File: config.mk
export PLATFORM = sky130hd
export DESIGN_NAME = sar_adc_conversion_sequencer
export DESIGN_NICKNAME = d
export VERILOG_FILES = /design/src/rtl/sar_seq_pkg.sv /design/src/rtl/sar_clock_if.sv /design/src/rtl/sar_tick_divider.sv /design/src/rtl/sar_adc_conversion_sequencer.sv
export SDC_FILE = /design/constraint.sdc
export NUM_CORES = 1
export LEC_CHECK = 0
export ABC_CLOCK_PERIOD_IN_PS = 5300
export BUFFER_PORTS_ARGS = -buffer_cell sky130_fd_sc_hd__buf_2
export CAP_MARGIN = 25
export CORE_UTILIZATION = 61
export DETAILED_ROUTE_END_ITERATION = 6
export GPL_TIMING_DRIVEN = 0
export PLACE_DENSITY = 0.95
export SLEW_MARGIN = 10
export SYNTH_ARGS = -nofsm -noshare
export SYNTH_HDL_FRONTEND = slang
export SYNTH_SLANG_ARGS = --single-unit
File: constraint.sdc
create_clock -name sys_clk -period 5.3 [get_ports sys_clk]
set_input_delay 0.265 -clock sys_clk [delete_from_list [all_inputs] [get_ports sys_clk]]
set_output_delay 0.265 -clock sys_clk [all_outputs]
set_load 0.01 [all_outputs]
File: src/rtl/sar_seq_pkg.sv
// Functional notes
// RULE1: Converter is powered while enable is set or burst conversions run.
// RULE2: Converter shuts down when enable is clear and no burst is running.
// RULE3: Start source selects busy write, external pin edge, timer 1 or timer 2.
// RULE4: Busy reads 1 during conversion and clears itself when it completes.
// RULE5: Busy falling edge sets end-of-conversion flag and raises enabled interrupt.
// RULE6: Result registers hold valid data whenever the end-of-conversion flag is set.
// RULE7: Software should poll the end-of-conversion flag, not the busy bit.
// RULE8: Timer 2 start uses low-byte overflow in 8-bit mode, high-byte otherwise.
// RULE9: Software should make port routing skip the external start pin.
// RULE10: Mode 10b converts at once on start and tracks whenever idle.
// RULE11: Software must leave minimum tracking time before starts in mode 10b.
// RULE12: Mode 01b tracks programmed time, converts, then leaves input high-impedance.
// RULE13: Mode 11b tracks programmed time, converts, then tracks continuously.
// RULE14: Software must not combine immediate-convert mode with burst mode.
// RULE15: Subsystem clock is system clock, or burst oscillator when burst enabled.
// RULE16: SAR clock is the subsystem clock divided by the divider field plus one.
// RULE17: Sequencer is idle, tracking or converting; tracking leads straight to conversion.
// RULE18: Timed tracking lasts tracking-time field plus 2 subsystem clock cycles.
// RULE19: Conversion takes 13 SAR clocks plus 2 subsystem clocks.
// RULE20: End-of-conversion flag sets only after the repeat count is accumulated.
// RULE21: SAR divider divides by field plus one; zero passes clock undivided.
// RULE22: Tracking-time field loads a down-counter on each timed convert start.
package sar_seq_pkg;
  localparam int CONV_SAR_CYCLES = 13;
  localparam int TRACK_EXTRA_CONVERTER_SUBSYSTEM_CLOCK = 2;
  localparam int BURST_OSC_MAX_MHZ = 25;
  localparam logic [1:0] START_BUSY_WRITE = 2'h0;
  localparam logic [1:0] START_EXT_PIN = 2'h1;
  localparam logic [1:0] START_TIMER1 = 2'h2;
  localparam logic [1:0] START_TIMER2 = 2'h3;
  localparam logic [1:0] TRACK_POST = 2'h1;
  localparam logic [1:0] TRACK_PRE = 2'h2;
  localparam logic [1:0] TRACK_DUAL = 2'h3;
  localparam logic [1:0] REPEAT_1 = 2'h0;
  localparam logic [1:0] REPEAT_4 = 2'h1;
  localparam logic [1:0] REPEAT_8 = 2'h2;
  localparam logic [15:0] RESULT_RESET = 16'h0000;
  localparam logic [1:0] STAGE_START = 2'h0;
  localparam logic [1:0] STAGE_SAR = 2'h1;
  localparam logic [1:0] STAGE_FINISH = 2'h2;
  typedef enum logic [1:0] {SEQ_IDLE, SEQ_TRACK, SEQ_CONVERT} seq_state_t;
endpackage

File: src/rtl/sar_clock_if.sv
`timescale 1ns/1ps
interface sar_clock_if #(parameter int DIV_W = 5);
  logic fclkTick;
  logic run;
  logic [DIV_W-1:0] divisor;
  logic sarTick;
  modport sequencer (output fclkTick, output run, output divisor, input sarTick);
  modport divider (input fclkTick, input run, input divisor, output sarTick);
endinterface

File: src/rtl/sar_tick_divider.sv
`timescale 1ns/1ps
module sar_tick_divider
  import sar_seq_pkg::*;
#(
  parameter int DIV_W = 5
) (
  input wire logic sys_clk,
  input wire logic rst_b,
  sar_clock_if.divider sc
);
  logic [DIV_W-1:0] divCount;
  logic [DIV_W:0] helperFclk;

  // ----------------------------------------
  // Divide-by-field-plus-one tick generator.
  // ----------------------------------------
  always_ff @(posedge sys_clk) begin
    if (!rst_b || !sc.run) begin
      divCount <= '0;
      sc.sarTick <= 1'b0;
    end else if (sc.fclkTick) begin
      if (divCount == sc.divisor) begin // RULE21
        divCount <= '0;
        sc.sarTick <= 1'b1; // RULE16
      end else begin
        divCount <= divCount + 1'b1;
        sc.sarTick <= 1'b0;
      end
    end else begin
      sc.sarTick <= 1'b0;
    end
  end

  // ----------------------------------------
  // Checks.
  // ----------------------------------------
  always_ff @(posedge sys_clk) begin
    if (!rst_b || !sc.run) begin
      helperFclk <= '0;
    end else if (sc.sarTick) begin
      helperFclk <= {{DIV_W{1'b0}}, sc.fclkTick};
    end else if (sc.fclkTick) begin
      helperFclk <= helperFclk + 1'b1;
    end
  end
endmodule

File: src/rtl/sar_adc_conversion_sequencer.sv
`timescale 1ns/1ps
module sar_adc_conversion_sequencer
  import sar_seq_pkg::*;
#(
  parameter int DATA_W = 12,
  parameter int DIV_W = 5,
  parameter int TK_W = 4
) (
  input wire logic sys_clk,
  input wire logic rst_b,
  input wire logic converterEnable,
  input wire logic burstEnable,
  input wire logic burstClockTick,
  input wire logic [1:0] startSourceSelect,
  input wire logic [1:0] trackingModeSelect,
  input wire logic [TK_W-1:0] trackingTimeField,
  input wire logic [DIV_W-1:0] sarClockDivider,
  input wire logic [1:0] repeatCountSelect,
  input wire logic busyWrite,
  input wire logic externalConvertStart,
  input wire logic timer1Overflow,
  input wire logic timer2LowOverflow,
  input wire logic timer2HighOverflow,
  input wire logic timer2EightBitMode,
  input wire logic [DATA_W-1:0] sampleData,
  input wire logic eocFlagClear,
  input wire logic eocIntEnable,
  output logic conversionBusy,
  output logic endOfConversionFlag,
  output logic interruptRequest,
  output logic converterPowered,
  output logic trackingActive,
  output logic convertingActive,
  output logic [7:0] resultHighByte,
  output logic [7:0] resultLowByte
);
  seq_state_t seqState;
  seq_state_t next_seqState;
  logic extPinLast;
  logic startEvent;
  logic startTaken;
  logic timedTrack;
  logic fclkTick;
  logic [TK_W+1:0] trackCount;
  logic [1:0] convStage;
  logic [4:0] sarCount;
  logic convDone;
  logic [4:0] repCount;
  logic [4:0] repTarget;
  logic finalConv;
  logic [15:0] accum;
  logic [15:0] next_accum;
  logic powerNext;
  logic idleTracks;

  sar_clock_if #(.DIV_W(DIV_W)) sc ();

  sar_tick_divider #(.DIV_W(DIV_W)) u_div (
    .sys_clk(sys_clk),
    .rst_b(rst_b),
    .sc(sc.divider)
  );

  // ----------------------------------------
  // Clocking and start selection.
  // ----------------------------------------
  assign fclkTick = burstEnable ? burstClockTick : 1'b1; // RULE15
  assign sc.fclkTick = fclkTick;
  assign sc.run = (seqState == SEQ_CONVERT) && (convStage == STAGE_SAR);
  assign sc.divisor = sarClockDivider; // RULE16

  always_ff @(posedge sys_clk) begin
    if (!rst_b) begin
      extPinLast <= 1'b0;
    end else begin
      extPinLast <= externalConvertStart;
    end
  end

  always_comb begin
    case (startSourceSelect) // RULE3
      START_BUSY_WRITE: startEvent = busyWrite;
      START_EXT_PIN: startEvent = externalConvertStart && !extPinLast;
      START_TIMER1: startEvent = timer1Overflow;
      START_TIMER2: startEvent = timer2EightBitMode ? timer2LowOverflow
                                                    : timer2HighOverflow; // RULE8
      default: startEvent = 1'b0;
    endcase
  end

  assign startTaken = (seqState == SEQ_IDLE) && startEvent && (converterEnable || burstEnable);
  assign timedTrack = (trackingModeSelect != TRACK_PRE);

  always_comb begin
    case (repeatCountSelect)
      REPEAT_1: repTarget = 5'd1;
      REPEAT_4: repTarget = 5'd4;
      REPEAT_8: repTarget = 5'd8;
      default: repTarget = 5'd16;
    endcase
  end

  assign convDone = (seqState == SEQ_CONVERT) && (convStage == STAGE_FINISH) && fclkTick;
  assign finalConv = convDone && (repCount + 5'd1 >= repTarget); // RULE20

  // ----------------------------------------
  // Sequencer state.
  // ----------------------------------------
  always_comb begin
    next_seqState = seqState;
    case (seqState) // RULE17
      SEQ_IDLE: begin
        if (startTaken) begin
          next_seqState = timedTrack ? SEQ_TRACK : SEQ_CONVERT; // RULE10
        end
      end
      SEQ_TRACK: begin
        if (fclkTick && trackCount == '0) begin
          next_seqState = SEQ_CONVERT; // RULE17
        end
      end
      SEQ_CONVERT: begin
        if (convDone) begin
          if (burstEnable && !finalConv && timedTrack) begin
            next_seqState = SEQ_TRACK;
          end else if (burstEnable && !finalConv) begin
            next_seqState = SEQ_CONVERT;
          end else begin
            next_seqState = SEQ_IDLE;
          end
        end
      end
      default: next_seqState = SEQ_IDLE;
    endcase
  end

  always_ff @(posedge sys_clk) begin
    if (!rst_b) begin
      seqState <= SEQ_IDLE;
    end else begin
      seqState <= next_seqState;
    end
  end

  // ----------------------------------------
  // Tracking timer.
  // ----------------------------------------
  always_ff @(posedge sys_clk) begin
    if (!rst_b) begin
      trackCount <= '0;
    end else if (next_seqState == SEQ_TRACK && seqState != SEQ_TRACK) begin
      trackCount <= {2'b00, trackingTimeField} + (TK_W+2)'(TRACK_EXTRA_CONVERTER_SUBSYSTEM_CLOCK - 1); // RULE22
    end else if (seqState == SEQ_TRACK && fclkTick && trackCount != '0) begin
      trackCount <= trackCount - 1'b1; // RULE18
    end
  end

  // ----------------------------------------
  // Conversion timer.
  // ----------------------------------------
  always_ff @(posedge sys_clk) begin
    if (!rst_b || seqState != SEQ_CONVERT || convDone) begin
      convStage <= STAGE_START;
      sarCount <= '0;
    end else if (convStage == STAGE_START && fclkTick) begin
      convStage <= STAGE_SAR; // RULE19
    end else if (convStage == STAGE_SAR && sc.sarTick) begin
      if (sarCount == 5'(CONV_SAR_CYCLES - 1)) begin
        convStage <= STAGE_FINISH; // RULE19
      end
      sarCount <= sarCount + 1'b1;
    end
  end

  // ----------------------------------------
  // Accumulation and result.
  // ----------------------------------------
  assign next_accum = (repCount == '0 ? 16'h0000 : accum) + 16'(sampleData);

  always_ff @(posedge sys_clk) begin
    if (!rst_b) begin
      accum <= RESULT_RESET;
      repCount <= '0;
      resultHighByte <= RESULT_RESET[15:8];
      resultLowByte <= RESULT_RESET[7:0];
    end else if (convDone) begin
      accum <= next_accum;
      repCount <= finalConv ? 5'd0 : repCount + 1'b1; // RULE20
      if (finalConv) begin
        resultHighByte <= next_accum[15:8]; // RULE6
        resultLowByte <= next_accum[7:0];
      end
    end
  end

  // ----------------------------------------
  // Status flags and power.
  // ----------------------------------------
  always_ff @(posedge sys_clk) begin
    if (!rst_b) begin
      conversionBusy <= 1'b0;
      convertingActive <= 1'b0;
    end else begin
      conversionBusy <= next_seqState != SEQ_IDLE; // RULE4
      convertingActive <= next_seqState == SEQ_CONVERT;
    end
  end

  always_ff @(posedge sys_clk) begin
    if (!rst_b) begin
      endOfConversionFlag <= 1'b0;
    end else if (finalConv) begin
      endOfConversionFlag <= 1'b1; // RULE5
    end else if (eocFlagClear) begin
      endOfConversionFlag <= 1'b0;
    end
  end

  always_ff @(posedge sys_clk) begin
    if (!rst_b) begin
      interruptRequest <= 1'b0;
    end else begin
      interruptRequest <= eocIntEnable && (finalConv || (endOfConversionFlag && !eocFlagClear)); // RULE5
    end
  end

  assign powerNext = converterEnable || next_seqState != SEQ_IDLE; // RULE1
  assign idleTracks = trackingModeSelect == TRACK_PRE || trackingModeSelect == TRACK_DUAL;

  always_ff @(posedge sys_clk) begin
    if (!rst_b) begin
      converterPowered <= 1'b0;
      trackingActive <= 1'b0;
    end else begin
      converterPowered <= powerNext; // RULE2
      trackingActive <= next_seqState == SEQ_TRACK ||
                        (next_seqState == SEQ_IDLE && powerNext && idleTracks); // RULE12 RULE13
    end
  end

  // ----------------------------------------
  // Checks.
  // ----------------------------------------
  logic [TK_W+2:0] helperTrack;
  logic [TK_W-1:0] helperTk;
  logic [4:0] helperSar;

  always_ff @(posedge sys_clk) begin
    if (!rst_b || seqState != SEQ_TRACK) begin
      helperTrack <= '0;
      helperTk <= trackingTimeField;
    end else if (fclkTick) begin
      helperTrack <= helperTrack + 1'b1;
    end
  end

  always_ff @(posedge sys_clk) begin
    if (!rst_b || seqState != SEQ_CONVERT || convDone) begin
      helperSar <= '0;
    end else if (convStage == STAGE_SAR && sc.sarTick) begin
      helperSar <= helperSar + 1'b1;
    end
  end
endmodule

=== Word level (Yosys, flattened, before mapping) ===
Index checks and enable logic that the tools add are counted.

* Word-level logic and storage cells: 118
* Output and inout port bits: 22
* Bits of input ports: 40
* Bits in registers: 65

* Bitwise gates (word level): 2
* Multiplexer cells: 22
* Equality and inequality tests: 18
* Reductions and logical operators: 51
* Order comparisons: 1
* Add/sub/neg operators: 6

{| class="wikitable"
|+ Operators by type and width
! cell !! number
|-
| $logic_and 1x1->1 || 19
|-
| $add 16x12->16 || 1
|-
| $eq 2x2->1 const B || 8
|-
| $mux 16 || 1
|-
| $add 5x1->5 const B || 3
|-
| $pmux 5 s3 || 1
|-
| $mux 2 || 6
|-
| $mux 6 || 2
|-
| $eq 2x1->1 const B || 5
|-
| $logic_not 2->1 || 5
|-
| $mux 5 || 2
|-
| $reduce_bool 2->1 || 5
|-
| $logic_or 1x1->1 || 8
|-
| $mux 1 || 8
|-
| $reduce_and 2->1 || 4
|-
| $logic_not 6->1 || 1
|-
| $pmux 2 s3 || 1
|-
| $reduce_bool 6->1 || 1
|-
| $sub 6x1->6 const B || 1
|-
| $add 4x1->5 const B || 1
|-
| $eq 5x4->1 const B || 1
|-
| $eq 5x5->1 || 1
|-
| $ge 5x5->1 || 1
|-
| $logic_not 1->1 || 5
|-
| 6 further kinds || 9
|}

=== Logic depth before layout (Yosys ltp) ===
* Word-level depth: 15
* Mapped depth: 14
* Mapped depth without buffers: 13

=== By module ===
From an unflattened synthesis, not the netlist that was laid out.

* Cells, all modules: 438
* Area total of the unflattened synthesis: 3686.0 sq um

{| class="wikitable"
|+ By module, submodules not included
! module !! times used !! seq. area each (sq um) !! area each (sq um) !! cells an instance
|-
| sar_adc_conversion_sequencer || 1 || 1181.1 || 3367.0 || 408
|-
| sar_tick_divider || 1 || 120.1 || 319.1 || 30
|}

=== Worst setup path after synthesis ===
Ideal clock, no wire load.

* Path type: register to register
* From: reg repCount[0]
* To: reg accum[12]
* Path slack: 2.235 ns
* Buffers on the path: 2
* Clock period less this slack: 3.065 ns
* Library setup time: 0.132 ns
* Required time: 5.168 ns
* Arrival: 2.933 ns
* Cell stages (with the launch flop): 14
* Cells stage by stage: dfxtp_1 > inv_1 > ha_1 > or4b_1 > buf_2 > clkbuf_1 > and2_1 > ha_1 > a211o_1 > nor4_2 > a21oi_1 > a221oi_4 > a2bb2oi_1 > a21oi_1

* Cells in the longest elaborated chain, start to end: 3

{| class="wikitable"
|+ RTL lines
! what !! line !! RTL
|-
| start: declaration || sar_adc_conversion_sequencer.sv:48 || <nowiki>logic [4:0] repCount;</nowiki>
|-
| start signal: assignment || sar_adc_conversion_sequencer.sv:188 || <nowiki>repCount <= finalConv ? 5'd0 : repCount + 1'b1;</nowiki>
|-
| $logic_not 5->1 || sar_adc_conversion_sequencer.sv:178 || <nowiki>assign next_accum = (repCount == '0 ? 16'h0000 : accum) + 16'(sampleData);</nowiki>
|-
| $mux 16 || sar_adc_conversion_sequencer.sv:178 ||
|-
| $add 16x12->16 || sar_adc_conversion_sequencer.sv:178 ||
|-
| end signal: assignment || sar_adc_conversion_sequencer.sv:187 || <nowiki>accum <= next_accum;</nowiki>
|-
| end: declaration || sar_adc_conversion_sequencer.sv:51 || <nowiki>logic [15:0] accum;</nowiki>
|}

No other way between the ends.
A chain may end at the register's enable or synchronous reset.

=== Worst setup path in the final report ===
* From: reg repCount[0]
* To: reg resultHighByte[3]

* Cells in the longest elaborated chain, start to end: 4
* Elaborated cells between the ends (all ways): 7
* Classes of those cells: add/sub: 2; order compare: 1; mux: 1; reduce/logical: 3

{| class="wikitable"
|+ RTL lines
! what !! line !! RTL
|-
| $add 5x1->5 || sar_adc_conversion_sequencer.sv:104 || <nowiki>assign finalConv = convDone && (repCount + 5'd1 >= repTarget);</nowiki>
|-
| $ge 5x5->1 || sar_adc_conversion_sequencer.sv:104 ||
|-
| $logic_and 1x1->1 || sar_adc_conversion_sequencer.sv:104 ||
|-
| $reduce_and 2->1 (no source line) || - ||
|-
| end signal: assignment || sar_adc_conversion_sequencer.sv:184 || <nowiki>resultHighByte <= RESULT_RESET[15:8];</nowiki>
|-
| end signal: assignment || sar_adc_conversion_sequencer.sv:190 || <nowiki>resultHighByte <= next_accum[15:8];</nowiki>
|-
| end: declaration || sar_adc_conversion_sequencer.sv:34 || <nowiki>output logic [7:0] resultHighByte,</nowiki>
|}

Several ways; a longest one is shown, not always the timed one.

==> metrics.txt <==
worst slew pin tran=1.02 ns; Worst Hold Path EP=interruptRequest; vias per cell=6.09; Worst R2R Start=repCount[0]; critical path arrival=3.89 ns; # rows=28; vias=3,635; CTS tree=built; Die ar.=0.00649 sq mm; Slew Viols, Final=0; largest net degree at the start of global routing=14; switching part of the total=0.275; Worst Setup Start Kind=flip-flop; min Tclk post-route=3.61 ns; hold buffers post-CTS=0; die width=80.6 microns; post-CTS resize count=0; worst vdd rail ir drop=0.288 mV; area of the multi-input gates=0.00233 sq mm; Worst R2R Path Depth=14; clk_lat worst skew=0.36 ns; dpl hpwl=6860 microns; placed cell count=581; end-of-flow core utilization=0.741; met1 Use GR=0.350; clock power share=0.427; most frequent cells after synthesis=dfxtp_1, nand2_1, nor2_1; Worst setup EP type=flip-flop; clock skew=0.0142 ns; Mapped Cells=445; post-detailed-route wirelength per cell=16.6 microns; drc violations=0; total grt overflow=0; antenna viol nets, final=0; Setup Crit Path Kind=reg2reg; number of max-cap violations=0; Netlist Area Pre-Place=0.00376 sq mm; first-pass GRT wire length=15,700 microns; top cells by area, synth=dfxtp_1, ha_1, nand2_1; # diodes=0; Synth Warn #=0; sequential share of power=0.449; Placeable Area=0.00592 sq mm; Initial Utilization=0.636; Async SR Flop Fraction=0; Reg clk slew, reported paths=0.08 ns; #FFs+latches synth=65; Hold Path Class=in2reg; synthesis-to-layout area growth=16.6%; # setup viols final=0; Syn Area/Cell=8.46 sq um; Iter 0 DRT Violations=291; Hold Path Origin=eocIntEnable; routability cong.=0.934; met3 Use GR=0.0841; fill count=420; status=finished clean; Psw=0.000316 W; Required @ worst endpoint=5.59 ns; internal power component=0.000833 W; Worst Setup SP=repCount[0]; DIE HEIGHT=80.6 microns; hold path cells=2; FF-to-FF setup slack=1.69 ns; top-area cell type share of the netlist area=0.346; RSZ-0062 raised after global routing=false; I/O Buffers=61; crit-path max FO=10; H-tree levels=3; I/O pins=62; CTS Sinks=65; Fin. Hold Viols=0; vias in the first global route=3,476; Tcrit/Tclk final=0.680; power density cells=262 mW/mm^2; clock buffer depth=2; fin nets=581; sequential area share after synthesis=0.346; Layout Cells excl Fill=597; clock root buffer=clkbuf_8; main flop type after synthesis=dfxtp_1; DRT Pass-1 Iters=5; Max Clock Freq=277 MHz; CTS Buf Count=9; Yosys top cell by area=dfxtp_1; FF+latch area=0.00130 sq mm; LEAKAGE=1.79 nW; Post-Syn Nets=509; count leader, synth=dfxtp_1; layout cells sized above 1=0.195; Routed Wire Length=9880 microns; Distinct cells, synth=63; R2R Path End=resultHighByte[3]; met2 Usage GRT=0.547; initial antenna violation count=0; most crowded layer after global routing=met2; total track usage=0.321; final setup TNS=0 ns; combinational share of power=0.124; Fin Hold WS=0.118 ns; post-CTS setup buffer count=0; Post-synth EDFFs=0; Slew headroom=0.311
## metrics by stage
step,power (W),setup WS (ns),area [sq um]
2_1_floorplan,0.000618,2.23,3760
3_3_place_gp,0.000656,1.85,4160
3_5_place_dp,0.000664,1.75,4160
4_1_cts,0.00114,1.73,4390
5_1_grt,0.00118,1.46,4390
6_report,0.00115,1.69,4390
## power by group through the flow
stage / registers (W) / logic (W) / clock network, W
final: 0.000516 / 0.000143 / 0.000491
after global routing: 0.000517 / 0.000156 / 0.000507
after CTS: 0.000515 / 0.000141 / 0.000488
after detailed placement: 0.000526 / 0.000138 / 0
after global placement: 0.000525 / 0.000131 / 0
after floorplan: 0.000527 / 0.0000909 / 0
## worst max-delay path, stage by stage (launching register included)
cell	delay (ns)
dfxtp_1	0.35
inv_1	0.10
ha_1	0.17
or4b_1	0.45
buf_2	0.20
clkbuf_1	0.26
nand2_1	0.20
inv_1	0.06
ha_1	0.31
a211oi_1	0.38
nor4b_2	0.11
or2_0	0.25
o21ai_0	0.34
nand3_1	0.17
a21oi_1	0.19
## layer usage
layer  up-vias  share of wire
met3        47          0.074
met2       172           0.48
met1      1687           0.40
met4         0          0.037
met5         -              0
li1       1729              -
## how the worst max path moves through the flow
stage | endpoint | cells after the start
6_report | resultHighByte[3] | 14
5_1_grt | resultHighByte[3] | 14
4_1_cts | accum[12] | 13
3_5_place_dp | accum[12] | 13
3_3_place_gp | accum[14] | 13
2_1_floorplan | accum[12] | 13
## registers in the layout, summed over array words and instances (netlist names)
name / flops
converterPowered: 1
u_div.sc.sarTick: 1
trackingActive: 1
extPinLast: 1
seqState: 2
accum: 16
resultHighByte: 8
convStage: 2
convertingActive: 1
conversionBusy: 1
resultLowByte: 8
interruptRequest: 1
repCount: 5
trackCount: 6
u_div.divCount: 5
endOfConversionFlag: 1
sarCount: 5
## logic make-up (layout without fill, tap and decap cells)
group	after synthesis	in the layout	synth area share
muxes	5	5	0.0143
adders and majority gates	24	24	0.0818
and+or+nand+nor	183	183	0.253
buffers and inverters	32	109	0.0342
DFF	65	65	0.346
xor gates and xnor gates	35	35	0.0814
AOI/OAI and AO/OA	101	101	0.190
## cells in the final DEF, fill, tap and decap left out, types with 6 or more instances in the layout
| master | count |
|---|---|
| inv_1 | 16 |
| xnor2_1 | 17 |
| dfxtp_1 | 65 |
| buf_2 | 68 |
| nand3_1 | 22 |
| a21oi_1 | 37 |
| a211oi_1 | 8 |
| nor2_1 | 38 |
| o21ai_0 | 11 |
| and3_1 | 6 |
| xor2_1 | 18 |
| nand2_1 | 52 |
| nand2b_1 | 8 |
| clkbuf_8 | 9 |
| clkbuf_1 | 9 |
| nand4_1 | 10 |
| ha_1 | 23 |
| and2_1 | 14 |
## final cells by class
cell class / instances / area share
multi-input combinational: 348 / 0.532
sequential: 65 / 0.297
timing repair buffer: 61 / 0.0696
clock buffer: 9 / 0.0282
clock inverter: 7 / 0.0231
tap: 75 / 0.0214
buffer: 16 / 0.0157
inverter: 16 / 0.0137
(Power assumes the default switching activity.)
